==> src/shared/lineif_cfg_pkg.sv <==
package lineif_cfg_pkg;

  // axi4-lite register map, byte addresses
  localparam int ADDR_W = 8;
  localparam logic [ADDR_W-1:0] REG_CTRL = 8'h00;
  localparam logic [ADDR_W-1:0] REG_PINS = 8'h04;
  localparam logic [ADDR_W-1:0] REG_CONFIG = 8'h08;
  localparam logic [1:0] WORD_LSB_MASK = 2'h3;
  localparam logic [1:0] RESP_OKAY = 2'h0;
  localparam logic [1:0] RESP_SLVERR = 2'h2;
  localparam int CTRL_HOLD_BIT = 0;
  localparam logic CTRL_HOLD_RESET = 1'b0;

  // control interface select
  localparam logic [1:0] MODE_HW = 2'h0;

  // transmit pattern select codes
  localparam logic [1:0] PATT_NORMAL = 2'h0;
  localparam logic [1:0] PATT_ALL_ONES = 2'h1;
  localparam logic [1:0] PATT_PRBS = 2'h2;
  localparam logic [1:0] PATT_TX_OFF = 2'h3;

  // jitter attenuator select codes
  localparam logic [1:0] JA_OFF = 2'h0;
  localparam logic [1:0] JA_RX_BROAD = 2'h1;
  localparam logic [1:0] JA_RX_NARROW = 2'h2;
  localparam logic [1:0] JA_TX_NARROW = 2'h3;

  // loopback select codes
  localparam logic [1:0] LP_NONE = 2'h0;
  localparam logic [1:0] LP_ANALOG = 2'h1;
  localparam logic [1:0] LP_DIGITAL = 2'h2;
  localparam logic [1:0] LP_REMOTE = 2'h3;

  // pulse template select codes
  localparam logic [3:0] PULS_E1_75 = 4'h0;
  localparam logic [3:0] PULS_E1_120 = 4'h1;
  localparam logic [3:0] PULS_J1 = 4'h7;
  localparam logic [3:0] PULS_RESET = 4'h0;

  localparam int SYNC_STAGES = 2;

  typedef enum logic [1:0] {STD_E1, STD_T1, STD_J1} line_std_t;
  typedef enum logic [1:0] {IMP_75, IMP_100, IMP_110, IMP_120} term_imp_t;
  typedef enum logic [1:0] {TXP_NORMAL, TXP_ALL_ONES, TXP_PRBS} tx_pat_t;
  typedef enum logic [1:0] {LOOP_NONE, LOOP_ANALOG, LOOP_DIGITAL, LOOP_REMOTE} loop_t;

  typedef struct packed {
    logic receive_clock_edge_select;
    logic driver_high_impedance;
    logic [1:0] loopback_select;
    logic monitor_gain_select;
    logic [1:0] jitter_attenuator_select;
    logic [1:0] transmit_pattern_select;
    logic receiver_power_down;
    logic equalizer_range_select;
    logic [3:0] pulse_template_select;
    logic [1:0] mode_select;
  } pins_t;

  localparam int PINS_W = $bits(pins_t);

  typedef struct packed {
    logic rclk_falling;
    logic driver_enable;
    loop_t loopback;
    logic monitor_gain_on;
    logic ja_fifo_128;
    logic ja_narrow_bw;
    logic ja_in_tx;
    logic ja_enable;
    logic tx_power_down;
    tx_pat_t tx_pattern;
    logic rx_power_down;
    logic eq_long_haul;
    logic [3:0] pulse_template;
    term_imp_t term_imp;
    line_std_t line_std;
    logic hw_mode;
  } cfg_t;

  localparam int CFG_W = $bits(cfg_t);

  localparam cfg_t CFG_RESET = '{
    rclk_falling: 1'b0, driver_enable: 1'b0, loopback: LOOP_NONE,
    monitor_gain_on: 1'b0, ja_fifo_128: 1'b0, ja_narrow_bw: 1'b0,
    ja_in_tx: 1'b0, ja_enable: 1'b0, tx_power_down: 1'b0,
    tx_pattern: TXP_NORMAL, rx_power_down: 1'b0, eq_long_haul: 1'b0,
    pulse_template: PULS_RESET, term_imp: IMP_75, line_std: STD_E1,
    hw_mode: 1'b0};

endpackage : lineif_cfg_pkg

==> src/shared/pin_sync_if.sv <==
`timescale 1ns/10ps
interface pin_sync_if;
  lineif_cfg_pkg::pins_t raw;
  lineif_cfg_pkg::pins_t synced;
  modport sync_side (input raw, output synced);
  modport use_side (output raw, input synced);
endinterface : pin_sync_if

==> src/rtl/hw_pin_config_decoder.sv <==
// Design decisions made here: the placing of the registers and the AXI4-Lite slave port.
`timescale 1ns/10ps
module hw_pin_config_decoder (
  input wire logic core_clk,
  input wire logic rst_b,
  input wire logic [1:0] mode_select,
  input wire logic [3:0] pulse_template_select,
  input wire logic equalizer_range_select,
  input wire logic receiver_power_down,
  input wire logic [1:0] transmit_pattern_select,
  input wire logic [1:0] jitter_attenuator_select,
  input wire logic monitor_gain_select,
  input wire logic [1:0] loopback_select,
  input wire logic driver_high_impedance,
  input wire logic receive_clock_edge_select,
  output logic hw_mode,
  output lineif_cfg_pkg::line_std_t line_std,
  output lineif_cfg_pkg::term_imp_t term_imp,
  output logic [3:0] pulse_template,
  output logic eq_long_haul,
  output logic rx_power_down,
  output lineif_cfg_pkg::tx_pat_t tx_pattern,
  output logic tx_power_down,
  output logic ja_enable,
  output logic ja_in_tx,
  output logic ja_narrow_bw,
  output logic ja_fifo_128,
  output logic monitor_gain_on,
  output lineif_cfg_pkg::loop_t loopback,
  output logic driver_enable,
  output logic rclk_falling,
  input wire logic [lineif_cfg_pkg::ADDR_W-1:0] s_axi_awaddr,
  input wire logic s_axi_awvalid,
  output logic s_axi_awready,
  input wire logic [31:0] s_axi_wdata,
  input wire logic [3:0] s_axi_wstrb,
  input wire logic s_axi_wvalid,
  output logic s_axi_wready,
  output logic [1:0] s_axi_bresp,
  output logic s_axi_bvalid,
  input wire logic s_axi_bready,
  input wire logic [lineif_cfg_pkg::ADDR_W-1:0] s_axi_araddr,
  input wire logic s_axi_arvalid,
  output logic s_axi_arready,
  output logic [31:0] s_axi_rdata,
  output logic [1:0] s_axi_rresp,
  output logic s_axi_rvalid,
  input wire logic s_axi_rready
);

  pin_sync_if ps ();
  lineif_cfg_pkg::pins_t pin_s;
  lineif_cfg_pkg::cfg_t cfg_r;
  lineif_cfg_pkg::cfg_t cfg_nxt;
  logic hold_r;
  logic [lineif_cfg_pkg::SYNC_STAGES-1:0] flush_r;
  logic sync_primed;

  assign ps.raw = '{
    receive_clock_edge_select: receive_clock_edge_select,
    driver_high_impedance: driver_high_impedance,
    loopback_select: loopback_select,
    monitor_gain_select: monitor_gain_select,
    jitter_attenuator_select: jitter_attenuator_select,
    transmit_pattern_select: transmit_pattern_select,
    receiver_power_down: receiver_power_down,
    equalizer_range_select: equalizer_range_select,
    pulse_template_select: pulse_template_select,
    mode_select: mode_select};

  pin_sync u_sync (
    .core_clk(core_clk),
    .rst_b(rst_b),
    .pins(ps.sync_side)
  );

  assign pin_s = ps.synced;

  function automatic lineif_cfg_pkg::line_std_t std_of(input logic [3:0] code);
    if (code == lineif_cfg_pkg::PULS_E1_75 || code == lineif_cfg_pkg::PULS_E1_120)
      return lineif_cfg_pkg::STD_E1;
    else if (code == lineif_cfg_pkg::PULS_J1)
      return lineif_cfg_pkg::STD_J1;
    else
      return lineif_cfg_pkg::STD_T1;
  endfunction : std_of

  function automatic lineif_cfg_pkg::term_imp_t imp_of(input logic [3:0] code);
    if (code == lineif_cfg_pkg::PULS_E1_75)
      return lineif_cfg_pkg::IMP_75;
    else if (code == lineif_cfg_pkg::PULS_E1_120)
      return lineif_cfg_pkg::IMP_120;
    else if (code == lineif_cfg_pkg::PULS_J1)
      return lineif_cfg_pkg::IMP_110;
    else
      return lineif_cfg_pkg::IMP_100;
  endfunction : imp_of

  // decode; outside hardware mode everything falls back to the safe reset set
  always_comb
  begin
    cfg_nxt = lineif_cfg_pkg::CFG_RESET;
    if (pin_s.mode_select == lineif_cfg_pkg::MODE_HW)
    begin
      cfg_nxt.hw_mode = 1'b1;
      cfg_nxt.line_std = std_of(pin_s.pulse_template_select);
      cfg_nxt.term_imp = imp_of(pin_s.pulse_template_select);
      cfg_nxt.pulse_template = pin_s.pulse_template_select;
      cfg_nxt.eq_long_haul = pin_s.equalizer_range_select;
      cfg_nxt.rx_power_down = pin_s.receiver_power_down;
      unique case (pin_s.transmit_pattern_select)
        lineif_cfg_pkg::PATT_NORMAL: cfg_nxt.tx_pattern = lineif_cfg_pkg::TXP_NORMAL;
        lineif_cfg_pkg::PATT_ALL_ONES: cfg_nxt.tx_pattern = lineif_cfg_pkg::TXP_ALL_ONES;
        lineif_cfg_pkg::PATT_PRBS: cfg_nxt.tx_pattern = lineif_cfg_pkg::TXP_PRBS;
        lineif_cfg_pkg::PATT_TX_OFF: cfg_nxt.tx_power_down = 1'b1;
      endcase
      unique case (pin_s.jitter_attenuator_select)
        lineif_cfg_pkg::JA_OFF: cfg_nxt.ja_enable = 1'b0;
        lineif_cfg_pkg::JA_RX_BROAD: cfg_nxt.ja_enable = 1'b1;
        lineif_cfg_pkg::JA_RX_NARROW, lineif_cfg_pkg::JA_TX_NARROW:
        begin
          cfg_nxt.ja_enable = 1'b1;
          cfg_nxt.ja_narrow_bw = 1'b1;
          cfg_nxt.ja_fifo_128 = 1'b1;
          cfg_nxt.ja_in_tx = (pin_s.jitter_attenuator_select
                              == lineif_cfg_pkg::JA_TX_NARROW);
        end
      endcase
      cfg_nxt.monitor_gain_on = pin_s.monitor_gain_select;
      unique case (pin_s.loopback_select)
        lineif_cfg_pkg::LP_NONE: cfg_nxt.loopback = lineif_cfg_pkg::LOOP_NONE;
        lineif_cfg_pkg::LP_ANALOG: cfg_nxt.loopback = lineif_cfg_pkg::LOOP_ANALOG;
        lineif_cfg_pkg::LP_DIGITAL: cfg_nxt.loopback = lineif_cfg_pkg::LOOP_DIGITAL;
        lineif_cfg_pkg::LP_REMOTE: cfg_nxt.loopback = lineif_cfg_pkg::LOOP_REMOTE;
      endcase
      cfg_nxt.driver_enable = !pin_s.driver_high_impedance;
      cfg_nxt.rclk_falling = pin_s.receive_clock_edge_select;
    end
  end

  // reset zeros in the synchroniser read as hardware mode with the driver on;
  // keep the reset set until real strap levels have reached the last stage
  always_ff @(posedge core_clk)
  begin
    if (!rst_b)
      flush_r <= '0;
    else
      flush_r <= {flush_r[lineif_cfg_pkg::SYNC_STAGES-2:0], 1'b1};
  end

  assign sync_primed = flush_r[lineif_cfg_pkg::SYNC_STAGES-1];

  // hold lets software freeze the line setup while straps are reworked
  always_ff @(posedge core_clk)
  begin
    if (!rst_b)
      cfg_r <= lineif_cfg_pkg::CFG_RESET;
    else if (!hold_r && sync_primed)
      cfg_r <= cfg_nxt;
  end

  assign hw_mode = cfg_r.hw_mode;
  assign line_std = cfg_r.line_std;
  assign term_imp = cfg_r.term_imp;
  assign pulse_template = cfg_r.pulse_template;
  assign eq_long_haul = cfg_r.eq_long_haul;
  assign rx_power_down = cfg_r.rx_power_down;
  assign tx_pattern = cfg_r.tx_pattern;
  assign tx_power_down = cfg_r.tx_power_down;
  assign ja_enable = cfg_r.ja_enable;
  assign ja_in_tx = cfg_r.ja_in_tx;
  assign ja_narrow_bw = cfg_r.ja_narrow_bw;
  assign ja_fifo_128 = cfg_r.ja_fifo_128;
  assign monitor_gain_on = cfg_r.monitor_gain_on;
  assign loopback = cfg_r.loopback;
  assign driver_enable = cfg_r.driver_enable;
  assign rclk_falling = cfg_r.rclk_falling;

  // axi4-lite write side: address and data latched independently
  logic aw_full_r;
  logic w_full_r;
  logic [lineif_cfg_pkg::ADDR_W-1:0] waddr_r;
  logic [31:0] wdata_r;
  logic [3:0] wstrb_r;
  logic wr_go;

  assign wr_go = aw_full_r && w_full_r && !s_axi_bvalid;

  always_ff @(posedge core_clk)
  begin
    if (!rst_b)
    begin
      s_axi_awready <= 1'b0;
      aw_full_r <= 1'b0;
      waddr_r <= '0;
    end
    else
    begin
      s_axi_awready <= s_axi_awvalid && !s_axi_awready && !aw_full_r && !s_axi_bvalid;
      if (s_axi_awvalid && s_axi_awready)
      begin
        aw_full_r <= 1'b1;
        waddr_r <= s_axi_awaddr;
      end
      else if (wr_go)
        aw_full_r <= 1'b0;
    end
  end

  always_ff @(posedge core_clk)
  begin
    if (!rst_b)
    begin
      s_axi_wready <= 1'b0;
      w_full_r <= 1'b0;
      wdata_r <= '0;
      wstrb_r <= '0;
    end
    else
    begin
      s_axi_wready <= s_axi_wvalid && !s_axi_wready && !w_full_r && !s_axi_bvalid;
      if (s_axi_wvalid && s_axi_wready)
      begin
        w_full_r <= 1'b1;
        wdata_r <= s_axi_wdata;
        wstrb_r <= s_axi_wstrb;
      end
      else if (wr_go)
        w_full_r <= 1'b0;
    end
  end

  function automatic logic addr_known(input logic [lineif_cfg_pkg::ADDR_W-1:0] a);
    return a == lineif_cfg_pkg::REG_CTRL || a == lineif_cfg_pkg::REG_PINS
        || a == lineif_cfg_pkg::REG_CONFIG;
  endfunction : addr_known

  always_ff @(posedge core_clk)
  begin
    if (!rst_b)
      hold_r <= lineif_cfg_pkg::CTRL_HOLD_RESET;
    else if (wr_go && waddr_r == lineif_cfg_pkg::REG_CTRL && wstrb_r[0])
      hold_r <= wdata_r[lineif_cfg_pkg::CTRL_HOLD_BIT];
  end

  // status registers ignore writes but still answer okay
  always_ff @(posedge core_clk)
  begin
    if (!rst_b)
    begin
      s_axi_bvalid <= 1'b0;
      s_axi_bresp <= lineif_cfg_pkg::RESP_OKAY;
    end
    else if (wr_go)
    begin
      s_axi_bvalid <= 1'b1;
      s_axi_bresp <= addr_known(waddr_r) ? lineif_cfg_pkg::RESP_OKAY
                                         : lineif_cfg_pkg::RESP_SLVERR;
    end
    else if (s_axi_bready)
      s_axi_bvalid <= 1'b0;
  end

  // axi4-lite read side
  logic [31:0] rd_word;

  always_comb
  begin
    rd_word = '0;
    if (s_axi_araddr == lineif_cfg_pkg::REG_CTRL)
      rd_word[lineif_cfg_pkg::CTRL_HOLD_BIT] = hold_r;
    else if (s_axi_araddr == lineif_cfg_pkg::REG_PINS)
      rd_word[lineif_cfg_pkg::PINS_W-1:0] = pin_s;
    else if (s_axi_araddr == lineif_cfg_pkg::REG_CONFIG)
      rd_word[lineif_cfg_pkg::CFG_W-1:0] = cfg_r;
  end

  always_ff @(posedge core_clk)
  begin
    if (!rst_b)
    begin
      s_axi_arready <= 1'b0;
      s_axi_rvalid <= 1'b0;
      s_axi_rdata <= '0;
      s_axi_rresp <= lineif_cfg_pkg::RESP_OKAY;
    end
    else
    begin
      s_axi_arready <= s_axi_arvalid && !s_axi_arready && !s_axi_rvalid;
      if (s_axi_arvalid && s_axi_arready)
      begin
        s_axi_rvalid <= 1'b1;
        s_axi_rdata <= rd_word;
        s_axi_rresp <= addr_known(s_axi_araddr) ? lineif_cfg_pkg::RESP_OKAY
                                                : lineif_cfg_pkg::RESP_SLVERR;
      end
      else if (s_axi_rready)
        s_axi_rvalid <= 1'b0;
    end
  end
endmodule : hw_pin_config_decoder

==> src/rtl/pin_sync.sv <==
`timescale 1ns/10ps
module pin_sync (
  input wire logic core_clk,
  input wire logic rst_b,
  pin_sync_if.sync_side pins
);

  logic [lineif_cfg_pkg::PINS_W-1:0] raw_bus;
  logic [lineif_cfg_pkg::PINS_W-1:0] sync_bus;

  assign raw_bus = pins.raw;
  assign pins.synced = lineif_cfg_pkg::pins_t'(sync_bus);

  // two flops per strap; first stage feeds only the second
  for (genvar i = 0; i < lineif_cfg_pkg::PINS_W; i++)
  begin : g_bit
    logic meta_r;
    logic sync_r;
    always_ff @(posedge core_clk)
    begin
      if (!rst_b)
      begin
        meta_r <= 1'b0;
        sync_r <= 1'b0;
      end
      else
      begin
        meta_r <= raw_bus[i];
        sync_r <= meta_r;
      end
    end
    assign sync_bus[i] = sync_r;
  end

endmodule : pin_sync

==> config.mk <==
export PLATFORM = sky130hd
export DESIGN_NAME = hw_pin_config_decoder
export DESIGN_NICKNAME = d
export VERILOG_FILES = /design/src/shared/lineif_cfg_pkg.sv /design/src/shared/pin_sync_if.sv /design/src/rtl/hw_pin_config_decoder.sv /design/src/rtl/pin_sync.sv
export SDC_FILE = /design/constraint.sdc
export NUM_CORES = 1
export LEC_CHECK = 0
export ABC_AREA = 1
export BUFFER_PORTS_ARGS = -buffer_cell sky130_fd_sc_hd__buf_2
export CAP_MARGIN = 30
export CORE_MARGIN = 2
export CORE_UTILIZATION = 40
export CTS_BUF_LIST = sky130_fd_sc_hd__clkbuf_2
export DETAILED_ROUTE_END_ITERATION = 16
export PLACE_DENSITY = 0.64
export SLEW_MARGIN = 20
export SYNTH_ARGS = -nofsm -noshare
export SYNTH_HDL_FRONTEND = slang
export SYNTH_SLANG_ARGS = --single-unit
==> constraint.sdc <==
create_clock -name core_clk -period 2.83 [get_ports core_clk]
set_clock_uncertainty 0.2 [all_clocks]
set_input_delay 0.566 -clock core_clk [delete_from_list [all_inputs] [get_ports core_clk]]
set_output_delay 0.566 -clock core_clk [all_outputs]
set_load 0.03 [all_outputs]
==> impl_metrics.tcl, run 1 <==
set metrics [dict create \
    status "completed" \
    synth.yosys.seq_area_share_pct 50.8 \
    synth_top_family_by_area "simple AND/OR/NAND/NOR gates" \
    rows 36 \
    netlist_instances 511 \
    core_area_mm2 0.00973 \
    power_mw 2.49 \
    worst_path_largest_cell_delay_ns 0.46 \
    grt-ovfl-total 0 \
    dr_total_vias 3299 \
    period_needed_ns 1.99 \
    cts_tree "done" \
    setup_tns_ns 0 \
    grt.total_usage_pct 15.8 \
    antenna_left 0 \
    cellPowerDensity_mw_per_mm2 524 \
    fin_cells 754 \
    ir_drop_uv 182 \
    post-cts-setup-buffers 0 \
    place_area_mm2 0.00442 \
    place_congestion 0.809 \
    final_cell_mix "128 x nand2_1, 101 x dfxtp_1, 94 x buf_2" \
    p_seq_share_pct 60.5 \
    dieArea_mm2 0.0108 \
    initial_core_util_pct 40.9 \
    rsz0062_at_grt "no" \
    clockPowerShare_pct 28.8 \
    die_width_um 104 \
    rr_startpoint "s_axi_arready$_SDFF_PN0_" \
    holdPathStages 3 \
    setup_viol 0 \
    cp.depth 1 \
    synth_area_mm2 0.00398 \
    cts.sink_count 101 \
    synthToLayoutAreaGrowth_pct 19.3 \
    reg2reg_slack_ns 1.09 \
    ys_seq_elements 101 \
    synth_compound_area_share_pct 7.98 \
    synth_warnings 0 \
    crit_chain "buf_2" \
    path_class "register to primary output" \
    crit_buf_inv 1 \
    worstPathRequired_ns 2.06 \
    r2r.worst_path.cells 5 \
    power.leakage_nw 2.43 \
    dp_hpwl_um 5870 \
    critPathTopFamily "flip-flops" \
    die_y_um 104 \
    final_area_mm2 0.00475 \
    end_kind "primary output" \
    worst_slew_pin_slew_ns 0.681 \
    finish.utilization_pct 48.9 \
    cap_violations 0 \
    synth-adder-area-share_pct 0 \
    comb_power_share_pct 10.7 \
    grt_start_max_net_pins 55 \
    use_met3_pct 3.40 \
    ctsResizeCount 0 \
    wire_per_inst_um 11.2 \
    drive_gt1_share_pct 23.5 \
    critPathSlowestCell "dfxtp_1" \
    grt_first_pass_wirelength_um 14000 \
    period_share_pct 70.5 \
    clk_latency_ns 0.54 \
    timing.rr.end "s_axi_rresp[1]$_SDFFE_PN0P_" \
    muxShareOfSynthArea_pct 0 \
    ys_types 28 \
    routed_wl_um 8460 \
    cts.clk_slew.worst_paths_ns 0.29 \
    cts_max_path_buffers 2 \
    cp.arrival_ns 1.23 \
    critPathMaxFanout 3 \
    antenna_found_initial 0 \
    grtUsageMet1_pct 20.3 \
    cts_made_buffers 9 \
    avgViaCountPerCell 4.38 \
    avgSynthCellArea_um2 7.80 \
    use_met2_pct 25.7 \
    yosys.area_share.xor_xnor_pct 0 \
    drv_slew 0 \
    n_antenna_cell 0 \
    final-hold-violation-count 0 \
    h-tree-depth 3 \
    relSlewSlack_pct 54.6 \
    setup_ws_ns 0.835 \
    fmax_mhz 501 \
    grt_pass1_vias 3091 \
    placed_cells 717 \
    nets 692 \
    crit_path_start "ja_enable$_SDFFE_PN0P_" \
    numPortBuffers 94 \
    layout_commonest_cell "nand2_1" \
    whs_ns 0.0493 \
    drt_iter0_markers 187 \
    hold_class "input port to register" \
    busiest_layer "met2" \
    ioPinCount 140 \
    switching_share_pct 28.1 \
    switching_power_uw 700 \
    firstDrtPassIters 4 \
    worstSetupEndpoint "ja_enable" \
    startpoint_type "register" \
    power.internal_mw 1.79 \
    cts-root-buf "clkbuf_2" \
    pre_cts_ws_ns 0.806 \
    route.detailed.drc 0 \
    cts_hold_buf 21 \
    yosys.area_share.simple_pct 27.9 \
]
## power by group through the flow
stage / Combinational [mW] / Sequential, mW / Clock, mW
floorplan: 0.159 / 1.56 / 0
global placement: 0.243 / 1.53 / 0
detailed placement: 0.247 / 1.53 / 0
CTS: 0.268 / 1.51 / 0.735
global route: 0.298 / 1.52 / 0.793
finish: 0.266 / 1.51 / 0.718
## routing by layer
layer	share of wire, %	up-vias
met5	0	-
met4	1.4	0
met3	5.3	11
met2	46	90
met1	47	1446
li1	-	1752
## kinds of logic (layout without fill, tap and decap cells)
logic type / count (synthesis) / in the layout
AOI/OAI and AO/OA: 59 / 59
buffers and inverters: 104 / 204
DFF: 101 / 101
other: 1 / 11
and+or+nand+nor: 246 / 246
## registers in the layout (all words and copies together), names as in the netlist, 2 cells and up
name and flops:
s_axi_rdata 23, u_sync.g_bit.meta_r 17, u_sync.g_bit.sync_r 17, waddr_r 8, pulse_template 4, flush_r 2, line_std 2, loopback 2
term_imp 2, tx_pattern 2
## Yosys cell counts
library cell	count	area, um^2
nor3_1	4	20.0
clkbuf_8	4	55.1
buf_2	6	30.0
o21ai_0	15	75.1
o21ai_1	1	5.00
inv_1	66	248
nand4_1	1	6.26
inv_2	3	11.3
nand3_2	10	100
nor4_1	2	12.5
nor2_1	51	191
nand2_2	8	50.1
a21oi_1	37	185
buf_6	3	33.8
dfxtp_1	101	2020
buf_4	13	97.6
nor2_4	2	22.5
conb_1	1	3.75
a2bb2oi_1	1	8.76
buf_12	1	20.0
a21oi_2	5	43.8
or2_2	1	6.26
nand2_4	2	22.5
clkbuf_1	7	26.3
nand3_1	36	180
inv_4	1	6.26
nor2_8	1	20.0
nand2_1	128	480
## final cells by class
class                   count  area (um^2)
clock buffers               9         45.0
clock inverters             7         81.3
fillers                  1017         4970
inverters                  70          265
multi-input cells         316         1470
flip-flops and latches    101         2020
well taps                 133          166
repair buffers            118          703
## worst min-delay path by stage
stage | from | end
global route | s_axi_awaddr[4] | waddr_r[4]$_SDFFE_PN0P_
floorplan | u_sync.g_bit[16].meta_r$_SDFF_PN0_ | u_sync.g_bit[16].sync_r$_SDFF_PN0_
detailed placement | u_sync.g_bit[2].meta_r$_SDFF_PN0_ | u_sync.g_bit[2].sync_r$_SDFF_PN0_
CTS | s_axi_awaddr[3] | waddr_r[3]$_SDFFE_PN0P_
finish | s_axi_awaddr[7] | waddr_r[7]$_SDFFE_PN0P_
global placement | u_sync.g_bit[2].meta_r$_SDFF_PN0_ | u_sync.g_bit[2].sync_r$_SDFF_PN0_
Power figures use the tool's default switching activity.
==> run 2, diff against run 1 <==
Settings changed: ABC_AREA 1 to 0, PLACE_DENSITY 0.64 to 0.65.
Clock period 2.83 ns to 2.1 ns, I/O delays scaled along.
==> run 2 against run 1 <==
  * Critical path depth rose by 5
  * Synthesized cell count decreased by 27%
  * Global-route usage rose by 1.5 points
  * Sequential cell count did not move
  * First-iteration DRC count shrank 59%
  * Critical endpoint is now wstrb_r[0]$_SDFFE_PN0P_
  * Clock power is 13% higher
  * Highest routed layer unchanged
  * The flow now finishes with violations (setup timing)
  * Combinational power increased by 25%
  * Non-clock buffer count is 34 higher
  * Final area up 3.0%
  * Clock-buffer cell count is the same
==> impl_metrics.tcl, run 2 <==
set metrics [dict create \
    whs_ns 0.0651 \
    cap_violations 0 \
    place_congestion 0.791 \
    fmax_mhz 473 \
    failed_checks "setup timing" \
    nets 589 \
    comb_power_share_pct 10.5 \
    synth_common_cells "101 x dfxtp_1, 38 x and2_1, 37 x nand2_1" \
    wl_met2_um 4230 \
    yosys.area_share.xor_xnor_pct 0 \
    cts_max_path_buffers 2 \
    initial_core_util_pct 40.9 \
    layout_commonest_cell "dfxtp_1" \
    top_register "s_axi_rdata" \
    cts-root-buf "clkbuf_2" \
    power.leakage_nw 2.09 \
    critPathMaxFanout 4 \
    final-hold-violation-count 0 \
    grt_pass1_vias 2798 \
    grt.total_usage_pct 17.2 \
    status "finished with violations" \
    clockPowerShare_pct 25.6 \
    setup_ws_ns -0.0124 \
    cellPowerDensity_mw_per_mm2 645 \
    p_seq_share_pct 63.9 \
    synth_top_family_by_area "simple AND/OR/NAND/NOR gates" \
    ir_drop_uv 310 \
    reg_top3 "s_axi_rdata (23), u_sync.g_bit.meta_r (17), u_sync.g_bit.sync_r (17)" \
    crit_chain "dlygate4sd3_1 > buf_2 > nand3_1 > dlygate4sd3_1 > a21boi_0 > dlygate4sd3_1" \
    synth.area.top_cells "dfxtp_1 54%, and2_1 6.3%, nand2_1 3.7%, o221ai_2 3.6%, nor2b_1 3.5%" \
    ioPinCount 140 \
    switching_share_pct 27.2 \
    period_share_pct 101 \
    grt-ovfl-total 0 \
    firstDrtPassIters 4 \
    fin_cells 629 \
    placed_cells 564 \
    end_kind "register" \
    setup_tns_ns -0.0124 \
    h-tree-depth 3 \
    worst_path_largest_cell_delay_ns 0.57 \
    netlist_instances 373 \
    ys_seq_elements 101 \
    core_area_mm2 0.00920 \
    yosys.area.top_type_share_pct 53.8 \
    synth.most_common_cell "dfxtp_1" \
    dieArea_mm2 0.0102 \
    final_cell_mix "99 x dfxtp_1, 94 x buf_2, 49 x dlygate4sd3_1" \
    rows 35 \
    die_y_um 101 \
    yosys.area_share.simple_pct 21.9 \
    wl_met1_um 3900 \
    synth_ff_type "dfxtp_1" \
    cts_tree "done" \
    synth-adder-area-share_pct 0 \
    synthToLayoutAreaGrowth_pct 30.3 \
    routed_wl_um 8620 \
    crit_path_start "s_axi_wvalid" \
    setup_viol 1 \
    async_reset_ff_share_pct 0 \
    antenna_left 0 \
    synth_edf_count 0 \
    worst_slew_pin_slew_ns 0.525 \
    drive_gt1_share_pct 26.3 \
    switching_power_uw 858 \
    avgSynthCellArea_um2 10.1 \
    dr_total_vias 3057 \
    wire_per_inst_um 13.7 \
    relSlewSlack_pct 64.7 \
    die_width_um 101 \
    grt_first_pass_wirelength_um 13600 \
    numPortBuffers 94 \
    rr_startpoint "s_axi_wready$_SDFF_PN0_" \
    ys_types 43 \
    muxShareOfSynthArea_pct 0.533 \
    n_antenna_cell 0 \
    wl_met3_um 452 \
    cts_made_buffers 9 \
    rsz0062_at_grt "no" \
    largest_reg_flops 23 \
    critPathSlowestCell "dlygate4sd3_1" \
    synth_compound_area_share_pct 16.1 \
    synth_warnings 0 \
    hold_class "input port to register" \
    synth.yosys.seq_area_share_pct 53.8 \
    hold_start "s_axi_araddr[1]" \
    n_fill_cell 868 \
    synth_area_mm2 0.00376 \
    drt_iter0_markers 76 \
    power_mw 3.16 \
    avgViaCountPerCell 4.86 \
    path_class "input port to register" \
    power.internal_mw 2.30 \
    dr.max_layer_used "met4" \
    cp.arrival_ns 2.42 \
    startpoint_type "input port" \
    worstPathRequired_ns 2.41 \
    drv_slew 0 \
    antenna_found_initial 0 \
    cts.sink_count 101 \
    route.detailed.drc 0 \
    period_needed_ns 2.11 \
    cts.clk_slew.worst_paths_ns 0.28 \
    grt_start_max_net_pins 51 \
    critPathMostFrequentCell "dlygate4sd3_1" \
    clk_latency_ns 0.53 \
    yosys.area.top_type "dfxtp_1" \
    dp_hpwl_um 5750 \
]
==> run 2: cell count changes after synthesis, sizes merged, moves of 9 or more <==
cell,change
a21boi,+17
o21ai,-9
nand2,-101
inv,-43
nand3,-35
nor2,-52
nor2b,+21
a21oi,-40
o221ai,+12
a22oi,+12
and2,+38
==> run 2: stage by stage <==
step	setup slack, ns	utilization (%)	cell area (um^2)
global placement	0.205	46.8	4310
CTS	0.0288	52.8	4850
finish	-0.0124	53.2	4900
detailed placement	0.164	46.8	4310
global route	0.0112	53.2	4900
floorplan	0.340	-	3790
==> run 2: kinds of logic after synthesis <==
family          Yosys count
simple gates            139
flops                   101
compound gates           70
buf+inv                  60
mux                       2
other cells               1
==> run 2: final timing paths <==
path,to,slack [ns],cells after the start
setup / recovery,wstrb_r[0]$_SDFFE_PN0P_,-0.01,6
hold / removal,s_axi_rdata[16]$_SDFFE_PN0P_,0.07,4
setup reg to reg,wstrb_r[0]$_SDFFE_PN0P_,0.09,4
hold reg to reg,u_sync.g_bit[15].sync_r$_SDFF_PN0_,0.22,1
==> run 2: cell type report <==
type                       count  area [um^2]  area share [%]
multi-input combinational    222         1500            30.5
tap                          111          139            2.84
sequential                   101         2020            41.3
clock buffer                   9         45.0           0.920
timing repair buffer         152         1040            21.3
inverter                      27          101            2.07
clock inverter                 7         50.0            1.02
==> run 2: power groups by stage <==
stage / clock, mW / combinational [mW] / sequential [mW]
after floorplan: 0 / 0.166 / 2.06
after global placement: 0 / 0.264 / 2.05
after detailed placement: 0 / 0.268 / 2.05
after CTS: 0.834 / 0.324 / 2.01
after global routing: 0.915 / 0.365 / 2.03
final: 0.809 / 0.332 / 2.02
==> run 2: layer usage <==
metal / global-route usage, % / up-vias
met5: 0 / -
met3: 4.92 / 5
met2: 28.4 / 84
li1: - / 1528
met1: 22.2 / 1440
met4: 4.68 / 0
==> run 2: repair_timing <==
action,4_1_cts,5_1_grt
setup buffers,0,0
endpoints found under the hold margin,34,1
hold buffers,45,4
gates resized for setup,0,2
endpoints found under the setup margin,0,2
==> run 2: critical path, delay by kind of cell <==
kind	cells	cell delay [ns]
buffers and inverters	4	1.76
AOI/OAI and AO/OA	1	0.16
and+or+nand+nor	1	0.07
==> run 3, diff against run 2 <==
Settings changed: PLACE_DENSITY 0.65 to 0.7.
==> run 3 against run 2 <==
  * The run now ends clean
  * Register-to-register slack better by 0.04 ns
  * Final area decreased by 0.38%
  * Sequential cell count did not move
  * Via count is 1.8% lower
  * Non-clock buffer count fell by 5
  * Routed wire length grew 0.22%
  * Critical path depth is the same
  * Hold slack worse by 0.0061 ns
  * Global-route usage grew 0.12 points
  * Worst setup slack better by 0.057 ns
  * Sequential share of layout area grew 0.16 points
  * Clock-buffer cell count unchanged
  * Critical path type unchanged
  * Critical endpoint unchanged
  * Largest power group unchanged
==> impl_metrics.tcl, run 3 (same netlist as run 2, synthesis figures left out) <==
set metrics [dict create \
    cp.arrival_ns 2.38 \
    post-cts-setup-buffers 0 \
    critPathMaxFanout 4 \
    die_y_um 101 \
    reg2reg_slack_ns 0.13 \
    path_class "input port to register" \
    grt_start_max_net_pins 77 \
    place_area_mm2 0.00431 \
    status "completed" \
    grt_first_pass_wirelength_um 13800 \
    rr_startpoint "s_axi_wready$_SDFF_PN0_" \
    use_met2_pct 28.6 \
    layout_commonest_cell "dfxtp_1" \
    core_area_mm2 0.00920 \
    setup_tns_ns 0 \
    grtUsageMet1_pct 21.7 \
    end_kind "register" \
    cap_violations 0 \
    dieArea_mm2 0.0102 \
    place_congestion 0.746 \
    min_to "s_axi_rdata[4]$_SDFFE_PN0P_" \
    hold_class "input port to register" \
    use_met3_pct 4.44 \
    h-tree-depth 3 \
    ioPinCount 140 \
    fmax_mhz 486 \
    n_antenna_cell 0 \
    ir_drop_uv 316 \
    avgViaCountPerCell 4.81 \
    placed_cells 562 \
    r2r.worst_path.cells 4 \
    grt.total_usage_pct 17.4 \
    grt_pass1_vias 2877 \
    setup_viol 0 \
    holdPathStages 4 \
    period_share_pct 97.9 \
    cts_made_buffers 9 \
    hold_start "s_axi_araddr[0]" \
    worst_slew_pin_slew_ns 0.512 \
    top_register "s_axi_rdata" \
    drt_iter0_markers 83 \
    dr_total_vias 3002 \
    die_width_um 101 \
    antenna_left 0 \
    grt-ovfl-total 0 \
    antenna_found_initial 0 \
    relSlewSlack_pct 65.9 \
    cts_tree "done" \
    drv_slew 0 \
    routed_wl_um 8640 \
    period_needed_ns 2.06 \
    startpoint_type "input port" \
    busiest_layer "met2" \
    cts_max_path_buffers 2 \
    firstDrtPassIters 4 \
    timing.rr.end "wstrb_r[0]$_SDFFE_PN0P_" \
    cts.clk_slew.worst_paths_ns 0.26 \
    final_cell_mix "99 x dfxtp_1, 94 x buf_2, 46 x dlygate4sd3_1" \
    largest_reg_flops 23 \
    nets 584 \
    clk_latency_ns 0.55 \
    wire_per_inst_um 13.8 \
    fin_cells 624 \
    numPortBuffers 94 \
    route.detailed.drc 0 \
    reg_top3 "s_axi_rdata (23), u_sync.g_bit.meta_r (17), u_sync.g_bit.sync_r (17)" \
    cts.sink_count 101 \
    cellPowerDensity_mw_per_mm2 662 \
    cts-root-buf "clkbuf_2" \
    initial_core_util_pct 40.9 \
    rows 35 \
    whs_ns 0.0590 \
    dp_hpwl_um 5710 \
    final-hold-violation-count 0 \
    synthToLayoutAreaGrowth_pct 29.8 \
    worstPathRequired_ns 2.43 \
    rsz0062_at_grt "no" \
    power.leakage_nw 2.08 \
    drive_gt1_share_pct 26.1 \
    final_area_mm2 0.00488 \
]
-- run 3: changes by cell type in the layout (fill, tap and decap cells not counted), sizes merged --
cell and change:
dlygate4sd3 -3, inv -1, buf -2, bufinv +1
-- run 3: worst max path at each step --
stage / from / endpoint / slack [ns] / cells past startpoint
CTS: s_axi_awready$_SDFF_PN0_ / s_axi_awready / 0.02 / 1
detailed placement: s_axi_araddr[5] / s_axi_rdata[10]$_SDFFE_PN0P_ / 0.25 / 6
finish: s_axi_wvalid / wstrb_r[0]$_SDFFE_PN0P_ / 0.04 / 6
global route: s_axi_wvalid / wstrb_r[0]$_SDFFE_PN0P_ / 0.006 / 6
global placement: s_axi_araddr[5] / s_axi_rdata[22]$_SDFFE_PN0P_ / 0.29 / 5
floorplan: s_axi_arready$_SDFF_PN0_ / s_axi_rdata[12]$_SDFFE_PN0P_ / 0.34 / 5
-- run 3: where the power goes --
part,internal (mW),switching (mW)
Clock,0.267,0.618
Sequential,1.98,0.0362
Combinational,0.151,0.175
-- run 3: critical path, cell delays in order --
cell	delay, ns
dlygate4sd3_1	0.52
buf_2	0.13
nand3_1	0.07
dlygate4sd3_1	0.55
a21boi_0	0.14
dlygate4sd3_1	0.55
-- run 3: routing by layer --
layer  up-vias  routed length [um]  share of wire (%)
li1       1514                   -                  -
met1      1397                3910                 45
met2        79                4100                 48
met3        12                 482                5.6
met4         0                 144                1.7
met5         -                   0                  0
-- run 3: what timing repair did --
action | CTS | global route
resized for setup | 0 | 2
endpoints found under the hold margin | 38 | 0
hold buffers | 46 | 0
setup endpoints to repair | 0 | 2
-- run 3: area by class of cell --
class	instances	area, um^2
Inverter	27	101
Clock inverter	7	63.8
Sequential cell	101	2020
Multi-Input combinational cell	222	1500
Tap cell	111	139
Timing Repair Buffer	147	1010
Fill cell	835	4320
Clock buffer	9	45.0
-- run 3: stage by stage --
step / power (mW) / util, % / setup slack [ns]
after floorplan: 2.23 / - / 0.340
after global placement: 2.31 / 46.8 / 0.286
after detailed placement: 2.32 / 46.8 / 0.245
after CTS: 3.25 / 53.0 / 0.0240
after global routing: 3.38 / 53.0 / 0.00569
final: 3.23 / 53.0 / 0.0442
